`src/logic/cpr_pkg.sv`:
```
// constants for the channel playback parameter register bank
package cpr_pkg;
    localparam int unsigned DATA_W      = 16;
    localparam int unsigned ADDR_W      = 16;
    localparam int unsigned LOC_W       = 12;
    localparam int unsigned LOC_LSB     = 4;
    localparam int unsigned RSV_W       = 4;
    localparam int unsigned NUM_CH      = 3;
    localparam int unsigned REGS_PER_CH = 4;
    // channel 4 block base; channels 3 and 2 follow at steps of four
    localparam logic [15:0] OFF_CH4_LAUNCH_DELAY = 16'h0050;
    localparam logic [15:0] OFF_CH4_FETCH_FIRST  = 16'h0051;
    localparam logic [15:0] OFF_CH4_FETCH_LAST   = 16'h0052;
    localparam logic [15:0] OFF_CH4_SINE_COUNT   = 16'h0053;
    localparam logic [15:0] OFF_CH3_LAUNCH_DELAY = 16'h0054;
    localparam logic [15:0] OFF_CH3_FETCH_FIRST  = 16'h0055;
    localparam logic [15:0] OFF_CH3_FETCH_LAST   = 16'h0056;
    localparam logic [15:0] OFF_CH3_SINE_COUNT   = 16'h0057;
    localparam logic [15:0] OFF_CH2_LAUNCH_DELAY = 16'h0058;
    localparam logic [15:0] OFF_CH2_FETCH_FIRST  = 16'h0059;
    localparam logic [15:0] OFF_CH2_FETCH_LAST   = 16'h005a;
    localparam logic [15:0] OFF_CH2_SINE_COUNT   = 16'h005b;
    localparam logic [15:0] OFF_BANK_BASE        = OFF_CH4_LAUNCH_DELAY;
    localparam logic [15:0] OFF_BANK_END         = OFF_CH2_SINE_COUNT;
    // register kinds within a channel block, in address order
    localparam logic [1:0]  KIND_LAUNCH = 2'h0;
    localparam logic [1:0]  KIND_FIRST  = 2'h1;
    localparam logic [1:0]  KIND_LAST   = 2'h2;
    localparam logic [1:0]  KIND_SINE   = 2'h3;
    localparam logic [15:0] RST_LAUNCH_DELAY = 16'h0000;
    localparam logic [11:0] RST_LOCATION     = 12'h000;
    localparam logic [3:0]  RST_RESERVED     = 4'h0;
    localparam logic [15:0] RST_SINE_COUNT   = 16'h0001;
    localparam logic [15:0] UNMAPPED_READ    = 16'h0000;
endpackage

```
`src/logic/cpr_channel.sv`:
```
// one channel's four playback parameter registers
`timescale 1ns/1ps
module cpr_channel
    import cpr_pkg::*;
(
    input  wire logic                 core_clk,
    input  wire logic                 reset_n,
    input  wire logic                 sel,
    input  wire logic                 wr_stb,
    input  wire logic [1:0]           kind,
    input  wire logic [DATA_W-1:0]    wr_data,
    output logic      [DATA_W-1:0]    launch_offset,
    output logic      [LOC_W-1:0]     first_location,
    output logic      [LOC_W-1:0]     last_location,
    output logic      [DATA_W-1:0]    sine_repeat,
    output logic      [DATA_W-1:0]    rd_word
);
    logic wr_en;
    assign wr_en = sel && wr_stb;

    always_ff @(posedge core_clk or negedge reset_n) begin
        if (!reset_n) begin
            launch_offset <= RST_LAUNCH_DELAY;
        end else if (wr_en && kind == KIND_LAUNCH) begin
            launch_offset <= wr_data;
        end
    end

    always_ff @(posedge core_clk or negedge reset_n) begin
        if (!reset_n) begin
            first_location <= RST_LOCATION;
        end else if (wr_en && kind == KIND_FIRST) begin
            first_location <= wr_data[DATA_W-1:LOC_LSB];
        end
    end

    always_ff @(posedge core_clk or negedge reset_n) begin
        if (!reset_n) begin
            last_location <= RST_LOCATION;
        end else if (wr_en && kind == KIND_LAST) begin
            last_location <= wr_data[DATA_W-1:LOC_LSB];
        end
    end

    always_ff @(posedge core_clk or negedge reset_n) begin
        if (!reset_n) begin
            sine_repeat <= RST_SINE_COUNT;
        end else if (wr_en && kind == KIND_SINE) begin
            sine_repeat <= wr_data;
        end
    end

    // low nibble of address registers is not stored, so it always reads zero
    always_comb begin
        unique case (kind)
            KIND_LAUNCH: rd_word = launch_offset;
            KIND_FIRST:  rd_word = {first_location, RST_RESERVED};
            KIND_LAST:   rd_word = {last_location, RST_RESERVED};
            KIND_SINE:   rd_word = sine_repeat;
        endcase
    end
endmodule // cpr_channel

```
`src/logic/cpr_bank.sv`:
```
// playback parameter register bank for channels 4, 3 and 2
`timescale 1ns/1ps
module cpr_bank
    import cpr_pkg::*;
(
    input  wire logic                  core_clk,
    input  wire logic                  reset_n,
    input  wire logic [cpr_pkg::ADDR_W-1:0] reg_addr,
    input  wire logic [cpr_pkg::DATA_W-1:0] reg_wdata,
    input  wire logic                  reg_wr,
    input  wire logic                  reg_rd,
    output logic      [cpr_pkg::DATA_W-1:0] reg_rdata,
    output logic      [cpr_pkg::DATA_W-1:0] ch4_launch_offset,
    output logic      [cpr_pkg::LOC_W-1:0]  ch4_first_location,
    output logic      [cpr_pkg::LOC_W-1:0]  ch4_last_location,
    output logic      [cpr_pkg::DATA_W-1:0] ch4_sine_repeat,
    output logic      [cpr_pkg::DATA_W-1:0] ch3_launch_offset,
    output logic      [cpr_pkg::LOC_W-1:0]  ch3_first_location,
    output logic      [cpr_pkg::LOC_W-1:0]  ch3_last_location,
    output logic      [cpr_pkg::DATA_W-1:0] ch3_sine_repeat,
    output logic      [cpr_pkg::DATA_W-1:0] ch2_launch_offset,
    output logic      [cpr_pkg::LOC_W-1:0]  ch2_first_location,
    output logic      [cpr_pkg::LOC_W-1:0]  ch2_last_location,
    output logic      [cpr_pkg::DATA_W-1:0] ch2_sine_repeat,
    output logic                       range_inverted
);
    import cpr_pkg::*;

    // channel index 0 is channel 4, 1 is channel 3, 2 is channel 2
    logic [DATA_W-1:0] launch_q [NUM_CH];
    logic [LOC_W-1:0]  first_q  [NUM_CH];
    logic [LOC_W-1:0]  last_q   [NUM_CH];
    logic [DATA_W-1:0] sine_q   [NUM_CH];
    logic [DATA_W-1:0] word_q   [NUM_CH];
    logic [NUM_CH-1:0] ch_sel;
    logic [NUM_CH-1:0] inv_each;
    logic              in_bank;
    logic [15:0]       rel;
    logic [1:0]        kind;
    logic [DATA_W-1:0] next_rdata;
    logic              next_inverted;

    assign in_bank = (reg_addr >= OFF_BANK_BASE) && (reg_addr <= OFF_BANK_END);
    assign rel     = reg_addr - OFF_BANK_BASE;
    assign kind    = rel[1:0];

    for (genvar c = 0; c < NUM_CH; c++) begin : g_ch
        assign ch_sel[c]   = in_bank && (rel[3:2] == 2'(c));
        assign inv_each[c] = first_q[c] > last_q[c];
        cpr_channel u_ch (
            .core_clk       (core_clk),
            .reset_n        (reset_n),
            .sel            (ch_sel[c]),
            .wr_stb         (reg_wr),
            .kind           (kind),
            .wr_data        (reg_wdata),
            .launch_offset  (launch_q[c]),
            .first_location (first_q[c]),
            .last_location  (last_q[c]),
            .sine_repeat    (sine_q[c]),
            .rd_word        (word_q[c])
        );
    end

    always_comb begin
        next_rdata = UNMAPPED_READ;
        for (int c = 0; c < NUM_CH; c++) begin
            if (ch_sel[c]) begin
                next_rdata = word_q[c];
            end
        end
    end

    // read data stand only in the cycle after the strobe
    always_ff @(posedge core_clk or negedge reset_n) begin
        if (!reset_n) begin
            reg_rdata <= UNMAPPED_READ;
        end else if (reg_rd) begin
            reg_rdata <= next_rdata;
        end else begin
            reg_rdata <= UNMAPPED_READ;
        end
    end

    // flag only; a bad range is still passed to the pattern engine unchanged
    assign next_inverted = |inv_each;

    always_ff @(posedge core_clk or negedge reset_n) begin
        if (!reset_n) begin
            range_inverted <= 1'b0;
        end else begin
            range_inverted <= next_inverted;
        end
    end

    // registered copies keep every output straight from a flip-flop
    always_ff @(posedge core_clk or negedge reset_n) begin
        if (!reset_n) begin
            ch4_launch_offset <= RST_LAUNCH_DELAY;
            ch3_launch_offset <= RST_LAUNCH_DELAY;
            ch2_launch_offset <= RST_LAUNCH_DELAY;
        end else begin
            ch4_launch_offset <= launch_q[0];
            ch3_launch_offset <= launch_q[1];
            ch2_launch_offset <= launch_q[2];
        end
    end

    always_ff @(posedge core_clk or negedge reset_n) begin
        if (!reset_n) begin
            ch4_first_location <= RST_LOCATION;
            ch3_first_location <= RST_LOCATION;
            ch2_first_location <= RST_LOCATION;
            ch4_last_location  <= RST_LOCATION;
            ch3_last_location  <= RST_LOCATION;
            ch2_last_location  <= RST_LOCATION;
        end else begin
            ch4_first_location <= first_q[0];
            ch3_first_location <= first_q[1];
            ch2_first_location <= first_q[2];
            ch4_last_location  <= last_q[0];
            ch3_last_location  <= last_q[1];
            ch2_last_location  <= last_q[2];
        end
    end

    always_ff @(posedge core_clk or negedge reset_n) begin
        if (!reset_n) begin
            ch4_sine_repeat <= RST_SINE_COUNT;
            ch3_sine_repeat <= RST_SINE_COUNT;
            ch2_sine_repeat <= RST_SINE_COUNT;
        end else begin
            ch4_sine_repeat <= sine_q[0];
            ch3_sine_repeat <= sine_q[1];
            ch2_sine_repeat <= sine_q[2];
        end
    end
endmodule // cpr_bank

```
`config.mk`:
```
export PLATFORM = sky130hd
export DESIGN_NAME = cpr_bank
export DESIGN_NICKNAME = d
export VERILOG_FILES = /design/src/logic/cpr_pkg.sv /design/src/logic/cpr_channel.sv /design/src/logic/cpr_bank.sv
export SDC_FILE = /design/constraint.sdc
export NUM_CORES = 1
export LEC_CHECK = 0
export BUFFER_PORTS_ARGS = -buffer_cell sky130_fd_sc_hd__buf_2
export CAP_MARGIN = 15
export CORE_ASPECT_RATIO = 2
export CORE_MARGIN = 5
export CORE_UTILIZATION = 45
export CTS_BUF_LIST = sky130_fd_sc_hd__clkbuf_8 sky130_fd_sc_hd__clkbuf_16
export DETAILED_ROUTE_END_ITERATION = 8
export HOLD_SLACK_MARGIN = 0.03
export PLACE_DENSITY = 0.68
export SLEW_MARGIN = 20
export SYNTH_ARGS = -nofsm -noshare
export SYNTH_HDL_FRONTEND = slang
export SYNTH_HIERARCHICAL = 1
export SYNTH_SLANG_ARGS = --single-unit
```
`constraint.sdc`:
```
create_clock -name core_clk -period 2 [get_ports core_clk]
set_clock_uncertainty 0.1 [all_clocks]
set_input_delay 0.4 -clock core_clk [delete_from_list [all_inputs] [get_ports core_clk]]
set_output_delay 0.4 -clock core_clk [all_outputs]
set_load 0.01 [all_outputs]
```
# [Word level (Yosys, flattened, before mapping)]
# Cells that the tools add are included.
[classes] eq_ne=5 n_mux=7 addsub=1 n_lt_le_gt_ge=5 n_reduce_logical=22
[ops] operator="16-bit case mux with 4 select lines" count=3
[ops] operator="16-bit 2-to-1 mux" count=4
[ops] operator="12-bit greater-than comparator" count=3
[ops] operator="1-bit logical AND" count=19
[ops] operator="16-bit by 7-bit greater-or-equal comparator with 1-bit output, second input constant" count=1
[ops] operator="16-bit by 7-bit less-or-equal comparator with 1-bit output, second input constant" count=1
[ops] operator="2-bit == test, second input constant" count=3
[ops] operator="2-bit by 1-bit == test with 1-bit output, second input constant" count=2
[ops] operator="2-bit zero test" count=2
[ops] operator="4-bit by 1-bit subtractor with 4-bit output, second input constant" count=1
[ops] operator="3-bit OR reduction" count=1
[word_totals] input_bits=36 regBits=353 out_inout_bits=185

# [Depth between registers and ports, before layout]
[logic_depth] depth_word=7 ltp_mapped=8 depth_no_buf=8

# [Modules after synthesis]
# The synthesis kept the hierarchy.
[by_module_without_submodules] module="cpr_channel" instances=3 cells_per_inst=143 area_each_um2=2482.4
[by_module_without_submodules] module="cpr_bank" instances=1 cells_per_inst=352 area_each_um2=5957.0

# [Worst setup path after synthesis]
# No wires, ideal clock.
[synth_timing] path_kind="input port to flip-flop" start="in reg_addr[5] (netlist bit)" end="reg g_ch[0].u_ch.launch_offset[0]" n_path_buf=3 arrival_time_ns=2.161 required_ns=1.775 slack_ns=-0.386 path_stages=8 setup_ns=0.125 cell_sequence="nor4b_4 nand3_4 nor3_2 buf_6 nor4bb_4 buf_6 buf_8 mux2_2"
[synth_between] elab_chain_cells=5
[synth_lines] item="start: declaration" line_no="cpr_bank.sv:8" text="input wire logic [cpr_pkg::ADDR_W-1:0] reg_addr,"
[synth_lines] item="16-bit by 7-bit greater-or-equal comparator with 1-bit output / 16-bit by 7-bit less-or-equal comparator with 1-bit output (equally long branches)" line_no="cpr_bank.sv:43" text="assign in_bank = (reg_addr >= OFF_BANK_BASE) && (reg_addr <= OFF_BANK_END);"
[synth_lines] item="1-bit logical AND *" line_no="cpr_bank.sv:43"
[synth_lines] item="1-bit logical AND *" line_no="cpr_bank.sv:48" text="assign ch_sel[c] = in_bank && (rel[3:2] == 2'(c));"
[synth_lines] item="net ch_sel[0]" line_no="cpr_bank.sv:35" text="logic [NUM_CH-1:0] ch_sel;"
[synth_lines] item="1-bit logical AND *" line_no="cpr_channel.sv:19" text="assign wr_en = sel && wr_stb;"
[synth_lines] item="1-bit logical AND *" line_no="cpr_channel.sv:24" text="end else if (wr_en && kind == KIND_LAUNCH) begin"
[synth_lines] item="end signal: assignment" line_no="cpr_channel.sv:25" text="launch_offset <= wr_data;"
[synth_lines] item="end: declaration" line_no="cpr_channel.sv:12" text="output logic [DATA_W-1:0] launch_offset,"
# The timed path passes the listed nets; every way through them passes the cells marked *.
# A chain may end at the register's enable or synchronous reset.

# [Worst setup path in the final report]
[layout_timing] start="reg g_ch[1].u_ch.first_location[6]" end="reg range_inverted"
[layout_between] elab_chain_cells=2
[layout_lines] item="start: declaration" line_no="cpr_channel.sv:13" text="output logic [LOC_W-1:0] first_location,"
[layout_lines] item="start signal: assignment" line_no="cpr_channel.sv:33" text="first_location <= wr_data[DATA_W-1:LOC_LSB];"
[layout_lines] item="12-bit greater-than comparator" line_no="cpr_bank.sv:49" text="assign inv_each[c] = first_q[c] > last_q[c];"
[layout_lines] item="3-bit OR reduction" line_no="cpr_bank.sv:86" text="assign next_inverted = |inv_each;"
[layout_lines] item="net next_inverted" line_no="cpr_bank.sv:41" text="logic next_inverted;"
[layout_lines] item="end signal: assignment" line_no="cpr_bank.sv:92" text="range_inverted <= next_inverted;"
[layout_lines] item="end: declaration" line_no="cpr_bank.sv:25" text="output logic range_inverted"
# The timed path passes the listed nets, and every way through them passes these cells.

==> metrics.md <==
| Metric | Value |
|---|---|
| Status | `completed` |
| Met2 WL | `19.5 mm` |
| Fin. max-slew vios | `0` |
| Pwr/cell area | `821 mW/mm2` |
| Dominant cell type by area after synthesis | `dfrtp_1` |
| Syn Area/Cell | `17.2 um2` |
| CTS tree | `done` |
| Global placement routability congestion | `0.823` |
| GRT Overall Usage | `0.215` |
| Largest net degree at the start of global routing | `68` |
| Area share of the largest cell type after synthesis | `0.648` |
| Synth top area cells | `dfrtp_1 65%, mux2_2 14%, mux4_2 6.0%` |
| Placement row count | `89` |
| CTS clk-pin slew, worst paths | `0.07 ns` |
| Grt total ovfl | `0` |
| Util after Layout | `0.572` |
| Critical path capture point type | `flop` |
| PnR Total Power | `13.8 mW` |
| Clk sink count | `353` |
| Setup violators final | `0` |
| Share of cells above drive strength 1 | `0.538` |
| Port bufs | `220` |
| Global-route wire length before repair | `54.7 mm` |
| Synth-to-Final Area Change | `25.9%` |
| FMAX | `502 MHz` |
| Slew @ Worst Pin | `0.430 ns` |
| DRC violation count after routing | `0` |
| Detailed-route wire length | `35.6 mm` |
| Post-detailed-placement cell area | `0.0157 mm2` |
| Seq cells post-synth | `353` |
| Post-Place Worst Slack | `-0.394 ns` |
| Die height | `254 um` |
| Die footprint | `0.0335 mm2` |
| TritonCTS Buffers | `29` |
| Initial antenna violation count | `0` |
| Worst setup margin | `0.00763 ns` |
| Finished layout cell area | `0.0169 mm2` |
| Post-synthesis sequential area ratio | `0.660` |
| Die Wd | `132 um` |
| Wirelength per Cell | `24.0 um` |
| Vias/cell | `5.38` |
| DRT met1 WL | `12.3 mm` |
| Final hold violations | `0` |
| Critical path fanouts, max | `2` |
| Yosys warnings | `6` |
| Final period utilization | `0.996` |
| Diode count | `0` |
| Via count | `7,983` |
| Max layer used | `met4` |
| Leakage | `9.06 nW` |
| CP Launch Type | `flop` |
| Layout net count | `1,170` |
| Mapped Area | `0.0134 mm2` |
| Top_reg_cell synth | `dfrtp_1` |
| Fraction of registers with async set or reset after synthesis | `1.00` |
| # fillers | `2,281` |
| I/O pin total | `221` |
| Initial Util | `0.454` |
| Max H-tree Level | `1` |
| Syn Inst Count | `781` |
| DP HPWL | `26.0 mm` |
| EDFF count, synth | `0` |
| CTS root buffer | `clkbuf_16` |
| Worst endpoint required time | `2.32 ns` |
| Maximum Capacitance Violations | `0` |
| Crit path kind | `flop to flop` |
| Count of cell types in the netlist | `40` |
| Arr. time, crit path | `2.31 ns` |
| Maximum clock insertion buffer count | `3` |
| Rel. slew slack | `0.713` |
| Clk_lat worst skew | `0.55 ns` |
| Router iterations before antenna repair | `8` |
| Initial drt markers | `487` |
| Placeable Area | `0.0295 mm2` |
| Unrepaired setup endpoints after global routing | `yes` |
| Met3 WL | `1.81 mm` |
| Hold/Removal Path Class | `primary input to flop` |
| Routed Antenna Nets | `0` |
| Vias in the first global route | `8,963` |
| Post-Syn Nets | `853` |
| Max rail drop VDD | `0.639 mV` |
| Tmin final | `1.99 ns` |
-- what timing repair did --
action                                  4_1_cts  5_1_grt
endpoints found under the setup margin        1        1
resized for setup                             3       11
setup buffers                                 1        0
cloned                                        0        0
hold buffers                                  1        0
pin swaps                                     5        1
endpoints found under the hold margin       182        0
-- report_power, final --
part	switching [mW]	internal [mW]	leakage (nW)
registers	0.00165	7.14	4.91
clock network	2.60	3.63	0.526
logic	0.322	0.150	3.62
total	2.93	10.9	9.06
-- synth_stat cells, types with 3 or more instances --
master	number
dfrtp_1	347
mux2_2	168
inv_1	38
ha_1	36
mux4_2	36
nor2b_1	19
a222oi_1	16
a21oi_1	13
a22o_1	12
buf_6	12
buf_2	9
nand4_1	7
buf_4	6
dfstp_2	6
nand4b_1	6
a21o_1	5
nand3_1	4
and2_1	3
buf_8	3
nand2_1	3
nand4_2	3
nor2_1	3
nor4bb_4	3
o211ai_1	3
-- worst max-delay path, cell delays in order, from the launching register on --
cell and delay (ns):
dfrtp_1 0.41, ha_4 0.25, and3_4 0.18, a21oi_2 0.12
o21ai_2 0.07, a221o_1 0.33, o22ai_2 0.16, buf_6 0.14
o211ai_1 0.09
-- cell usage in the layout, fill, tap and decap left out, types with 3 or more instances in the layout --
cell	synthesis	final
clkbuf_16	0	29
nand4_1	7	7
dfstp_2	6	6
clkinv_2	0	5
dfrtp_1	347	347
buf_4	6	79
inv_1	38	38
mux2_4	0	24
o211ai_1	3	3
a22o_1	12	12
a21oi_2	0	4
a222oi_1	16	16
nand4b_1	6	6
nor2_1	3	3
ha_4	0	3
mux4_2	36	36
nand3_1	4	4
a21oi_1	13	9
clkbuf_8	0	5
inv_6	0	3
ha_1	36	33
a21o_1	5	5
nor4bb_4	3	3
nor2b_1	19	19
nand2_1	3	3
buf_2	9	218
bufinv_16	0	6
and2_1	3	3
buf_12	0	17
mux2_2	168	144
-- sequential cells by signal, indices dropped and copies added (netlist names) --
| register | count |
|---|---|
| ch4_launch_offset | 16 |
| range_inverted | 1 |
| ch2_last_location | 12 |
| ch4_first_location | 12 |
| ch4_last_location | 12 |
| ch3_first_location | 12 |
| g_ch.u_ch/sine_repeat | 48 |
| g_ch.u_ch/launch_offset | 48 |
| ch2_launch_offset | 16 |
| ch3_last_location | 12 |
| ch2_first_location | 12 |
| ch3_sine_repeat | 16 |
| ch4_sine_repeat | 16 |
| ch3_launch_offset | 16 |
| g_ch.u_ch/first_location | 36 |
| g_ch.u_ch/last_location | 36 |
| reg_rdata | 16 |
| ch2_sine_repeat | 16 |
-- area by class of cell --
type                    count  area [um2]  share of cell area
flip-flops and latches    353        8840               0.524
multi-input cells         359        4320               0.256
repair buffers            317        2060               0.122
clock buffers              34         795              0.0471
well taps                 364         455              0.0270
clock inverters            19         263              0.0156
inverters                  38         143             0.00845
-- logic make-up after synthesis --
group                    synth area share
AND/OR/NAND/NOR                    0.0409
buffers and inverters              0.0311
multiplexers                        0.202
AO/OA/AOI/OAI                      0.0332
flip-flops                          0.660
adder cells (fa/ha/maj)            0.0336
-- routing by layer --
layer,vias to the layer above,global-route usage
met4,0,0.109
li1,3473,-
met1,4131,0.242
met2,302,0.396
met5,-,0
met3,77,0.0267
-- path summary, 6_finish.rpt --
check	from	end	slack (ns)	cells after the start
worst min-delay path	reg_wdata[1]	g_ch[0].u_ch/launch_offset[1]	0.13	2
max in group asynchronous	reset_n	g_ch[2].u_ch/sine_repeat[0]	0.78	3
min in group asynchronous	reset_n	ch3_sine_repeat[9]	0.24	2
worst max register to register	g_ch[1].u_ch/first_location[6]	range_inverted	0.008	8
worst max-delay path	g_ch[1].u_ch/first_location[6]	range_inverted	0.008	8
worst min register to register	g_ch[2].u_ch/sine_repeat[0]	ch2_sine_repeat[0]	0.28	0
-- stage by stage --
| step | TNS [ns] | instances | hold WS [ns] |
|---|---|---|---|
| after floorplan | -29.58 | 781 | 0.00441 |
| after global placement | -44.64 | 1429 | 0.230 |
| after detailed placement | -49.26 | 1429 | 0.233 |
| after CTS | -0.0709 | 1484 | 0.0958 |
| after global routing | -0.0907 | 1484 | 0.105 |
| final | 0 | 1484 | 0.126 |
Note: power is estimated with default switching activity, not from simulation.
